**src/verilog/alu_pkg.sv**
```systemverilog
package alu_pkg;

	// ----------------------------------------------------------------
	// Register map, byte addresses
	// ----------------------------------------------------------------
	localparam logic [7:0] ADDR_INSTR = 8'h00;
	localparam logic [7:0] ADDR_ACC = 8'h04;
	localparam logic [7:0] ADDR_STATUS = 8'h08;
	localparam logic [7:0] ADDR_DIR_A = 8'h0C;
	localparam logic [7:0] ADDR_DIR_B = 8'h10;
	localparam logic [7:0] ADDR_DIR_C = 8'h14;
	localparam logic [7:0] ADDR_WDT = 8'h18;
	localparam logic [7:0] ADDR_FILE_ADDR = 8'h1C;
	localparam logic [7:0] ADDR_FILE_DATA = 8'h20;

	// ----------------------------------------------------------------
	// Field positions
	// ----------------------------------------------------------------
	localparam int unsigned INSTR_OP_LSB = 0;
	localparam int unsigned INSTR_DEST_BIT = 8;
	localparam int unsigned INSTR_OPND_LSB = 16;
	localparam int unsigned ST_C = 0;
	localparam int unsigned ST_DC = 1;
	localparam int unsigned ST_Z = 2;
	localparam int unsigned ST_PD = 3;
	localparam int unsigned ST_TO = 4;
	localparam int unsigned ST_SLEEP = 5;

	// ----------------------------------------------------------------
	// Reset values and fixed codes
	// ----------------------------------------------------------------
	localparam logic [7:0] ACC_RST = 8'h00;
	localparam logic [7:0] DIR_RST = 8'hFF;
	localparam logic [6:0] FILE_ADDR_RST = 7'h00;
	localparam logic [7:0] WDT_CLEAR = 8'h00;
	localparam logic [7:0] DIR_FIRST = 8'h05;
	localparam logic [7:0] DIR_LAST = 8'h07;
	localparam int unsigned DIR_COUNT = 3;
	localparam int unsigned FILE_DEPTH = 128;
	localparam int unsigned PRESCALE_DIV = 16;
	localparam logic [1:0] RESP_OKAY = 2'h0;
	localparam logic [1:0] RESP_SLVERR = 2'h2;

	// ----------------------------------------------------------------
	// Types
	// ----------------------------------------------------------------
	typedef enum logic [3:0] {
		op_none,
		op_subtract_from_literal,
		op_subtract_from_register,
		op_subtract_with_borrow,
		op_nibble_swap,
		op_xor_with_literal,
		op_xor_with_register,
		op_direction_load,
		op_sleep
	} alu_op_e;

	typedef struct packed {
		alu_op_e op;
		logic dest;
		logic [7:0] operand;
	} instr_s;

	typedef struct packed {
		logic [7:0] result;
		logic c;
		logic dc;
		logic z;
		logic upd_cdc;
		logic upd_z;
		logic wr_acc;
		logic wr_file;
		logic wr_dir;
		logic sleep;
	} alu_out_s;

endpackage

```
**src/verilog/alu_exec_unit.sv**
```systemverilog
`timescale 1ns/1ns
module alu_exec_unit
(
	// Instruction and operands
	input wire alu_pkg::instr_s instr,
	input wire logic [7:0] acc,
	input wire logic [7:0] file_val,
	input wire logic carry,
	// Outcome
	output alu_pkg::alu_out_s res
);

	logic [7:0] minuend;
	logic cin;
	logic [8:0] sum9;
	logic [4:0] sum5;
	logic [7:0] value;

	// Subtraction as minuend + ~acc + cin; carry out set means no borrow
	assign minuend = (instr.op == alu_pkg::op_subtract_from_literal) ? instr.operand : file_val;
	assign cin = (instr.op == alu_pkg::op_subtract_with_borrow) ? carry : 1'b1; // [RULE5]
	assign sum9 = {1'b0, minuend} + {1'b0, ~acc} + {8'h00, cin}; // [RULE1] [RULE3]
	assign sum5 = {1'b0, minuend[3:0]} + {1'b0, ~acc[3:0]} + {4'h0, cin}; // [RULE2] [RULE4]

	always_comb
	begin
		value = 8'h00;
		res = '0;
		unique case (instr.op)
			alu_pkg::op_subtract_from_literal:
			begin
				value = sum9[7:0];
				res.upd_cdc = 1'b1;
				res.upd_z = 1'b1;
				res.wr_acc = 1'b1; // [RULE1]
			end
			alu_pkg::op_subtract_from_register, alu_pkg::op_subtract_with_borrow:
			begin
				value = sum9[7:0];
				res.upd_cdc = 1'b1;
				res.upd_z = 1'b1;
				res.wr_acc = ~instr.dest; // [RULE3] [RULE5]
				res.wr_file = instr.dest;
			end
			alu_pkg::op_nibble_swap:
			begin
				value = {file_val[3:0], file_val[7:4]}; // [RULE6]
				res.wr_acc = ~instr.dest;
				res.wr_file = instr.dest;
			end
			alu_pkg::op_xor_with_literal:
			begin
				value = acc ^ instr.operand; // [RULE7]
				res.upd_z = 1'b1;
				res.wr_acc = 1'b1;
			end
			alu_pkg::op_xor_with_register:
			begin
				value = acc ^ file_val; // [RULE8]
				res.upd_z = 1'b1;
				res.wr_acc = ~instr.dest;
				res.wr_file = instr.dest;
			end
			alu_pkg::op_direction_load:
			begin
				value = acc; // [RULE9]
				res.wr_dir = 1'b1;
			end
			alu_pkg::op_sleep:
			begin
				res.sleep = 1'b1; // [RULE10]
			end
			default:
			begin
				value = 8'h00;
			end
		endcase
		res.result = value;
		res.c = sum9[8];
		res.dc = sum5[4];
		res.z = (value == 8'h00); // [RULE13]
	end

endmodule

```
**src/verilog/mcu_alu_exec.sv**
```systemverilog
// Chosen here: the register offsets and the AXI4-Lite slave port.
`timescale 1ns/1ns
// Overview of operation
// (RULE1) Literal minus accumulator written to accumulator
// (RULE2) Carry/digit carry set when accumulator not above
// (RULE3) Register minus accumulator, destination bit routes
// (RULE4) Carry/digit carry compare register with accumulator
// (RULE5) Register minus accumulator minus inverted carry
// (RULE6) Swap nibbles of register, flags unchanged
// (RULE7) Accumulator xor literal, only zero flag
// (RULE8) Accumulator xor register, routed, zero flag
// (RULE9) Operand five to seven loads port direction
// (RULE10) Sleep clears powerdown flag, sets timeout flag
// (RULE11) Sleep clears watchdog counter and prescaler
// (RULE12) Sleep halts core, oscillator stopped
// (RULE13) Zero flag set when result is zero
module mcu_alu_exec
#(
	parameter int unsigned PRESCALE = alu_pkg::PRESCALE_DIV,
	parameter int unsigned WDT_W = 8
)
(
	// Clock and reset
	input wire logic aclk,
	input wire logic aresetn,
	// AXI4-Lite write address
	input wire logic awvalid,
	output logic awready,
	input wire logic [7:0] awaddr,
	// AXI4-Lite write data
	input wire logic wvalid,
	output logic wready,
	input wire logic [31:0] wdata,
	input wire logic [3:0] wstrb,
	// AXI4-Lite write response
	output logic bvalid,
	input wire logic bready,
	output logic [1:0] bresp,
	// AXI4-Lite read address
	input wire logic arvalid,
	output logic arready,
	input wire logic [7:0] araddr,
	// AXI4-Lite read data
	output logic rvalid,
	input wire logic rready,
	output logic [31:0] rdata,
	output logic [1:0] rresp,
	// Core side
	input wire logic wake,
	output logic sleeping,
	output logic osc_run,
	output logic [7:0] port_a_direction,
	output logic [7:0] port_b_direction,
	output logic [7:0] port_c_direction
);

	// ----------------------------------------------------------------
	// State
	// ----------------------------------------------------------------
	logic aw_have_q;
	logic [7:0] awaddr_q;
	logic w_have_q;
	logic [31:0] wdata_q;
	logic [3:0] wstrb_q;
	logic bvalid_q;
	logic [1:0] bresp_q;
	logic rvalid_q;
	logic [31:0] rdata_q;
	logic [1:0] rresp_q;
	logic [7:0] acc_q;
	logic carry_flag_q;
	logic digit_carry_flag_q;
	logic zero_flag_q;
	logic timeout_flag_q;
	logic powerdown_flag_q;
	logic [6:0] file_addr_q;
	logic [7:0] file_mem [alu_pkg::FILE_DEPTH];
	logic [7:0] dir_q [alu_pkg::DIR_COUNT];

	// ----------------------------------------------------------------
	// Write channel decode
	// ----------------------------------------------------------------
	logic wr_fire;
	logic wr_lane0;
	logic wr_instr;
	logic wr_acc;
	logic wr_status;
	logic wr_faddr;
	logic wr_fdata;
	logic wr_ok;
	logic exec;
	alu_pkg::instr_s instr;
	alu_pkg::alu_out_s alu;
	logic [7:0] file_val;
	logic dir_hit;
	logic [7:0] dir_index;
	logic [WDT_W-1:0] wdt_count;

	assign awready = ~aw_have_q;
	assign wready = ~w_have_q;
	assign wr_fire = aw_have_q & w_have_q & ~bvalid_q;
	assign wr_lane0 = wr_fire & wstrb_q[0];
	assign wr_instr = awaddr_q == alu_pkg::ADDR_INSTR;
	assign wr_acc = wr_lane0 & (awaddr_q == alu_pkg::ADDR_ACC);
	assign wr_status = wr_lane0 & (awaddr_q == alu_pkg::ADDR_STATUS);
	assign wr_faddr = wr_lane0 & (awaddr_q == alu_pkg::ADDR_FILE_ADDR);
	assign wr_fdata = wr_lane0 & (awaddr_q == alu_pkg::ADDR_FILE_DATA);
	// A halted core refuses instructions; the write answers with an error
	assign wr_ok = wr_instr ? ~sleeping : (awaddr_q == alu_pkg::ADDR_ACC) | (awaddr_q == alu_pkg::ADDR_STATUS)
		| (awaddr_q == alu_pkg::ADDR_FILE_ADDR) | (awaddr_q == alu_pkg::ADDR_FILE_DATA);
	assign exec = wr_lane0 & wr_instr & ~sleeping; // [RULE12]

	assign instr.op = alu_pkg::alu_op_e'(wdata_q[alu_pkg::INSTR_OP_LSB +: 4]);
	assign instr.dest = wdata_q[alu_pkg::INSTR_DEST_BIT];
	assign instr.operand = wdata_q[alu_pkg::INSTR_OPND_LSB +: 8];
	// Register addresses span 0 to 127, the top operand bit is ignored
	assign file_val = file_mem[instr.operand[6:0]];
	assign dir_hit = (instr.operand >= alu_pkg::DIR_FIRST) && (instr.operand <= alu_pkg::DIR_LAST); // [RULE9]
	assign dir_index = instr.operand - alu_pkg::DIR_FIRST;

	alu_exec_unit u_alu
	(
		.instr(instr),
		.acc(acc_q),
		.file_val(file_val),
		.carry(carry_flag_q),
		.res(alu)
	);

	sleep_watchdog #(.PRESCALE(PRESCALE), .WDT_W(WDT_W)) u_sleep
	(
		.aclk(aclk),
		.aresetn(aresetn),
		.sleep_req(exec & alu.sleep),
		.wake(wake),
		.sleeping(sleeping),
		.osc_run(osc_run),
		.wdt_count(wdt_count)
	);

	// ----------------------------------------------------------------
	// Write channel
	// ----------------------------------------------------------------
	always_ff @(posedge aclk)
	begin
		if (!aresetn)
		begin
			aw_have_q <= 1'b0;
			awaddr_q <= 8'h00;
		end
		else if (awvalid && !aw_have_q)
		begin
			aw_have_q <= 1'b1;
			awaddr_q <= awaddr;
		end
		else if (wr_fire)
			aw_have_q <= 1'b0;
	end

	always_ff @(posedge aclk)
	begin
		if (!aresetn)
		begin
			w_have_q <= 1'b0;
			wdata_q <= 32'h0000_0000;
			wstrb_q <= 4'h0;
		end
		else if (wvalid && !w_have_q)
		begin
			w_have_q <= 1'b1;
			wdata_q <= wdata;
			wstrb_q <= wstrb;
		end
		else if (wr_fire)
			w_have_q <= 1'b0;
	end

	always_ff @(posedge aclk)
	begin
		if (!aresetn)
		begin
			bvalid_q <= 1'b0;
			bresp_q <= alu_pkg::RESP_OKAY;
		end
		else if (wr_fire)
		begin
			bvalid_q <= 1'b1;
			bresp_q <= wr_ok ? alu_pkg::RESP_OKAY : alu_pkg::RESP_SLVERR;
		end
		else if (bready)
			bvalid_q <= 1'b0;
	end

	assign bvalid = bvalid_q;
	assign bresp = bresp_q;

	// ----------------------------------------------------------------
	// Datapath registers
	// ----------------------------------------------------------------
	always_ff @(posedge aclk)
	begin
		if (!aresetn)
			acc_q <= alu_pkg::ACC_RST;
		else if (exec && alu.wr_acc)
			acc_q <= alu.result; // [RULE1] [RULE3] [RULE8]
		else if (wr_acc)
			acc_q <= wdata_q[7:0];
	end

	always_ff @(posedge aclk)
	begin
		if (exec && alu.wr_file)
			file_mem[instr.operand[6:0]] <= alu.result; // [RULE3] [RULE6] [RULE8]
		else if (wr_fdata)
			file_mem[file_addr_q] <= wdata_q[7:0];
	end

	always_ff @(posedge aclk)
	begin
		if (!aresetn)
			file_addr_q <= alu_pkg::FILE_ADDR_RST;
		else if (wr_faddr)
			file_addr_q <= wdata_q[6:0];
	end

	always_ff @(posedge aclk)
	begin
		if (!aresetn)
		begin
			carry_flag_q <= 1'b0;
			digit_carry_flag_q <= 1'b0;
			zero_flag_q <= 1'b0;
		end
		else if (exec)
		begin
			if (alu.upd_cdc)
			begin
				carry_flag_q <= alu.c; // [RULE2] [RULE4] [RULE5]
				digit_carry_flag_q <= alu.dc;
			end
			if (alu.upd_z)
				zero_flag_q <= alu.z; // [RULE13]
		end
		else if (wr_status)
		begin
			carry_flag_q <= wdata_q[alu_pkg::ST_C];
			digit_carry_flag_q <= wdata_q[alu_pkg::ST_DC];
			zero_flag_q <= wdata_q[alu_pkg::ST_Z];
		end
	end

	// Both flags read 1 after power-up; only sleep moves them here
	always_ff @(posedge aclk)
	begin
		if (!aresetn)
		begin
			timeout_flag_q <= 1'b1;
			powerdown_flag_q <= 1'b1;
		end
		else if (exec && alu.sleep)
		begin
			timeout_flag_q <= 1'b1; // [RULE10]
			powerdown_flag_q <= 1'b0;
		end
	end

	// ----------------------------------------------------------------
	// Port direction registers
	// ----------------------------------------------------------------
	generate
		for (genvar i = 0; i < alu_pkg::DIR_COUNT; i++)
		begin : g_dir
			always_ff @(posedge aclk)
			begin
				if (!aresetn)
					dir_q[i] <= alu_pkg::DIR_RST;
				else if (exec && alu.wr_dir && dir_hit && (dir_index == 8'(i)))
					dir_q[i] <= alu.result; // [RULE9]
			end
		end
	endgenerate

	assign port_a_direction = dir_q[0];
	assign port_b_direction = dir_q[1];
	assign port_c_direction = dir_q[2];

	// ----------------------------------------------------------------
	// Read channel
	// ----------------------------------------------------------------
	logic [31:0] rd_word;
	logic rd_ok;
	logic [7:0] status_word;

	assign status_word = {2'b00, sleeping, timeout_flag_q, powerdown_flag_q, zero_flag_q, digit_carry_flag_q,
		carry_flag_q};
	assign arready = ~rvalid_q;

	always_comb
	begin
		rd_word = 32'h0000_0000;
		rd_ok = 1'b1;
		case (araddr)
			alu_pkg::ADDR_INSTR: rd_word = 32'h0000_0000;
			alu_pkg::ADDR_ACC: rd_word = {24'h00_0000, acc_q};
			alu_pkg::ADDR_STATUS: rd_word = {24'h00_0000, status_word};
			alu_pkg::ADDR_DIR_A: rd_word = {24'h00_0000, dir_q[0]};
			alu_pkg::ADDR_DIR_B: rd_word = {24'h00_0000, dir_q[1]};
			alu_pkg::ADDR_DIR_C: rd_word = {24'h00_0000, dir_q[2]};
			alu_pkg::ADDR_WDT: rd_word = 32'(wdt_count);
			alu_pkg::ADDR_FILE_ADDR: rd_word = {25'h000_0000, file_addr_q};
			alu_pkg::ADDR_FILE_DATA: rd_word = {24'h00_0000, file_mem[file_addr_q]};
			default: rd_ok = 1'b0;
		endcase
	end

	always_ff @(posedge aclk)
	begin
		if (!aresetn)
		begin
			rvalid_q <= 1'b0;
			rdata_q <= 32'h0000_0000;
			rresp_q <= alu_pkg::RESP_OKAY;
		end
		else if (arvalid && !rvalid_q)
		begin
			rvalid_q <= 1'b1;
			rdata_q <= rd_word;
			rresp_q <= rd_ok ? alu_pkg::RESP_OKAY : alu_pkg::RESP_SLVERR;
		end
		else if (rready)
			rvalid_q <= 1'b0;
	end

	assign rvalid = rvalid_q;
	assign rdata = rdata_q;
	assign rresp = rresp_q;
endmodule

```
**src/verilog/sleep_watchdog.sv**
```systemverilog
`timescale 1ns/1ns
module sleep_watchdog
#(
	parameter int unsigned PRESCALE = alu_pkg::PRESCALE_DIV,
	parameter int unsigned WDT_W = 8
)
(
	// Clock and reset
	input wire logic aclk,
	input wire logic aresetn,
	// Control
	input wire logic sleep_req,
	input wire logic wake,
	// State
	output logic sleeping,
	output logic osc_run,
	output logic [WDT_W-1:0] wdt_count
);

	logic [15:0] presc_q;
	logic tick;
	logic sleeping_q;
	logic osc_run_q;
	logic [WDT_W-1:0] wdt_q;

	assign tick = (presc_q == 16'(PRESCALE - 1));

	// Prescaler and counter restart together so the first timeout is full length
	always_ff @(posedge aclk)
	begin
		if (!aresetn || sleep_req)
			presc_q <= 16'h0000; // [RULE11]
		else
			presc_q <= tick ? 16'h0000 : presc_q + 16'h0001;
	end

	always_ff @(posedge aclk)
	begin
		if (!aresetn || sleep_req)
			wdt_q <= WDT_W'(alu_pkg::WDT_CLEAR); // [RULE11]
		else if (tick)
			wdt_q <= wdt_q + WDT_W'(1);
	end

	// A sleep request in the same cycle as a wake still sleeps
	always_ff @(posedge aclk)
	begin
		if (!aresetn)
		begin
			sleeping_q <= 1'b0;
			osc_run_q <= 1'b1;
		end
		else if (sleep_req)
		begin
			sleeping_q <= 1'b1; // [RULE12]
			osc_run_q <= 1'b0;
		end
		else if (wake)
		begin
			sleeping_q <= 1'b0;
			osc_run_q <= 1'b1;
		end
	end

	assign sleeping = sleeping_q;
	assign osc_run = osc_run_q;
	assign wdt_count = wdt_q;
endmodule
```
**config.mk**
```make
export PLATFORM = sky130hd
export DESIGN_NAME = mcu_alu_exec
export DESIGN_NICKNAME = d
export VERILOG_FILES = /design/src/verilog/alu_pkg.sv /design/src/verilog/alu_exec_unit.sv /design/src/verilog/mcu_alu_exec.sv /design/src/verilog/sleep_watchdog.sv
export SDC_FILE = /design/constraint.sdc
export NUM_CORES = 2
export LEC_CHECK = 0
export BUFFER_PORTS_ARGS = -buffer_cell sky130_fd_sc_hd__buf_2
export CAP_MARGIN = 20
export CORE_MARGIN = 8
export CORE_UTILIZATION = 55
export DETAILED_ROUTE_END_ITERATION = 16
export HOLD_SLACK_MARGIN = 0.02
export PLACE_DENSITY = 0.78
export SYNTH_ARGS = -nofsm -noshare
export SYNTH_HDL_FRONTEND = slang
export SYNTH_SLANG_ARGS = --single-unit
```
**constraint.sdc**
```tcl
create_clock -name aclk -period 11.54 [get_ports aclk]
set_input_delay 2.308 -clock aclk [delete_from_list [all_inputs] [get_ports aclk]]
set_output_delay 2.308 -clock aclk [all_outputs]
set_load 0.1 [all_outputs]
```
==> flow_summary.toml <==
[status]
outcome = "completed"

[timing]
post-route-min-period_ns = 7.856
fin_skew_ns = 0.03144
min_period_over_period_pct = 68.08
fmax_mhz = 127.3
relSlewSlack_pct = 15.62
finalSetupTns_ns = 0
rsz0062_at_grt = "false"
fin_hold_ws_ns = 0.4656
tightest_slew_ns = 1.261
hold_viol = 0
setup_viol = 0
slew_viol_final = 0

[logic_synthesis]
synth.avg_cell_area_um2 = 17.26
synth_flop_cell = "edfxtp_1"
syn_inst = 3174
synth_top_family_by_area = "multiplexers"
synth_compound_area_share_pct = 4.094
post-synth-top-count-cell = "edfxtp_1"
synth.area.mux_share_pct = 25.48
synth_top_area_share_pct = 57.44
ys_top_cells_by_area = "edfxtp_1, mux4_2, dfxtp_1, mux2i_1, nor2_1"
synth_top_area_cell = "edfxtp_1"
ys_types = 89
synthAdderAreaFrac_pct = 0.2786
synth-async-reset-ratio_pct = 0
synth_edf_count = 1048
yosysWarnings = 0
ys_ff_latch = 1147
synthSimpleGateAreaFrac_pct = 5.572
synthesis.area_um2 = 54790
synth_common_cells = "edfxtp_1, mux4_2, nor2_1"
synth_xor_area_share_pct = 0.6874
yosysSeqAreaShare_pct = 61.05

[route]
viasPerCell = 7.345
drt_iter0_drc = 5279
dr_total_vias = 34060
drc = 0
firstDrtPassIters = 7
post_drt_wl_per_cell_um = 36.60
ant_nets = 0
wirelength_um = 169700

[placement]
dp_hpwl_um = 109600
gp_congestion = 0.9353
port_buffers = 82

[worst_setup_path]
critPathMaxStageDelay_ns = 0.84
cp_max_fo = 68
reg2reg_depth = 19
timing_worst_setup_path_type = "flip-flop to flip-flop"
end_kind = "flip-flop"
path_cells = "buf_4 -> buf_4 -> mux4_2 -> mux4_2 -> o21ai_0 -> a22o_1 -> o21ai_0 -> ha_1 -> nor2b_1 -> o21ai_0 -> a21boi_0 -> o21ai_0 -> nor2b_1 -> xnor2_1 -> a21oi_1 -> o211a_1 -> a21oi_4 -> buf_4 -> buf_4"
cp.required_ns = 11.94
startpoint_type = "flip-flop"
ff2ff_setup_slack_ns = 3.68
r2r-end = "file_mem[63][5]"
critPathArrivalTime_ns = 8.25
slowest_stage = "dfxtp_4"

[worst_hold_path]
min_path_cells = 1
min-delay-start = "u_sleep.presc_q[0]"
hold_end = "u_sleep.presc_q[0]"
hp-class = "flip-flop to flip-flop"

[power]
clkPwrFrac_pct = 40.2
pwr-share-comb_pct = 8.4
internal_power_uw = 6957
vdd_drop_max_mv = 0.1272
p_leak_uw = 0.01829
p_sw_uw = 2187
powerDensity_nw_per_um2 = 151.5
p_seq_share_pct = 51.4
switching_share_pct = 23.92

[run]
maxCapViolations = 0

[die]
dieWidth_um = 331.6
ios = 127
start_util_pct = 55.59
die_h_um = 331.6
core-area_um2 = 98560
rows = 115
die_area_um2 = 110000

[final_layout]
final_layout_size_suffix_gt1_share_pct = 28.10
fillers = 6708
areaGrowthSynthToFinish_pct = 10.13
fin_nets = 3321

[clock_tree]
clk_path_buf_depth = 3
cts-root-buf = "clkbuf_16"
cts.sinks = 1147
cts_tree = "yes"
htreeDepth = 3
insertion_delay_ns = 0.72
holdBufCountCts = 0
cts_buffers = 113
cts-resized-gates = 0
cts_setup_buffers = 0
clk_pin_slew_ns = 0.06

[global_route]
globalRouteOverflowTotal = 0
grt_pass1_vias = 33880
grt_max_degree = 156
antenna_found_initial = 7
track_usage_pct = 30.16
grt_pass1_wl_um = 242300
==> cells in the final DEF, fill, tap and decap left out, drive strengths merged, types with 16 or more instances in the layout <==
cell    count
mux4      538
a21oi      45
edfxtp   1048
conb       26
inv        33
o22ai      26
nor2      224
a22oi      44
a221oi     17
a21boi     22
nor3       29
nand2     184
xnor2      29
o211ai     16
dfxtp      99
nand2b     19
a22o       18
nand3      60
o21ai      55
nor2b      48
clkinv     49
clkbuf    143
buf       181
and3       23
mux2i     172
==> layout make-up <==
class	count	area, um2	share of cell area, %
Timing Repair Buffer	189	1486	2.463
Tap cell	1287	1610	2.669
Clock inverter	74	666.9	1.105
Inverter	29	108.9	0.1804
Multi-Input combinational cell	1770	19990	33.12
Sequential cell	1147	33480	55.49
Antenna cell	6	15.01	0.02488
Clock buffer	136	2987	4.949
==> through the flow <==
| stage | instance area, um2 | power [uW] | setup WS [ns] | std cells | util [%] |
|---|---|---|---|---|---|
| 6_report | 60340 | 9145 | 3.684 | 4638 | 61.22 |
| 5_1_grt | 60330 | 9321 | 3.402 | 4632 | 61.21 |
| 4_1_cts | 59910 | 9112 | 3.581 | 4601 | 60.78 |
| 3_5_place_dp | 56260 | 5523 | 3.575 | 4391 | 57.08 |
| 3_3_place_gp | 56170 | 5493 | 3.863 | 4382 | 56.98 |
| 2_1_floorplan | 54890 | 5292 | 3.401 | 3199 | - |
==> cells by family after synthesis <==
family | after synthesis
flip-flops | 1147
multiplexers | 720
AND/OR/NAND/NOR | 658
AO/OA/AOI/OAI | 312
buffers and inverters | 282
XOR/XNOR | 43
adder cells (fa/ha/maj) | 11
other | 1
==> power groups by stage <==
| stage | sequential, uW | clock (uW) | combinational, uW |
|---|---|---|---|
| finish | 4700 | 3670 | 769 |
| global route | 4700 | 3820 | 795 |
| CTS | 4700 | 3680 | 732 |
| detailed placement | 4790 | 0 | 731 |
| global placement | 4790 | 0 | 703 |
| floorplan | 4820 | 0 | 475 |
==> routing by layer <==
| metal | vias to the layer above | wire, um | track usage (%) |
|---|---|---|---|
| met1 | 17270 | 55910 | 37.71 |
| met2 | 2988 | 77490 | 46.11 |
| met4 | 2 | 12230 | 18.21 |
| met3 | 625 | 24100 | 9.632 |
| li1 | 13180 | - | - |
| met5 | - | 13 | 0 |
==> state kept, by name, summed over array words and instances, names as in the netlist, named ones only <==
signal	count
file_mem	1024
dir_q	24
wdata_q	17
u_sleep.presc_q	16
acc_q	8
awaddr_q	8
rdata	8
u_sleep.wdt_count	8
file_addr_q	7
aw_have_q	1
bresp	1
bvalid	1
carry_flag_q	1
digit_carry_flag_q	1
powerdown_flag_q	1
rresp	1
rvalid	1
u_sleep.osc_run	1
u_sleep.sleeping	1
w_have_q	1
wstrb_q	1
zero_flag_q	1
==> worst max path at each step <==
stage / depth (start not counted) / startpoint / slack, ns / endpoint
final: 19 / flip-flop / 3.68 / file_mem[63][5]
after global routing: 19 / flip-flop / 3.40 / file_mem[57][5]
after CTS: 18 / flip-flop / 3.58 / file_mem[120][6]
after detailed placement: 18 / flip-flop / 3.58 / file_mem[107][6]
after global placement: 18 / flip-flop / 3.86 / file_mem[120][6]
after floorplan: 21 / flip-flop / 3.40 / file_mem[0][6]
==> worst max-delay path: cells and delay by family, from the launching register on <==
family	cells	cell delay (ns)
flip-flops	1	0.84
XOR/XNOR	1	0.14
AO/OA/AOI/OAI	9	2.41
AND/OR/NAND/NOR	2	0.32
buffers and inverters	4	2.47
adder cells (fa/ha/maj)	1	0.30
multiplexers	2	0.88
Power figures use the tool's default switching activity.
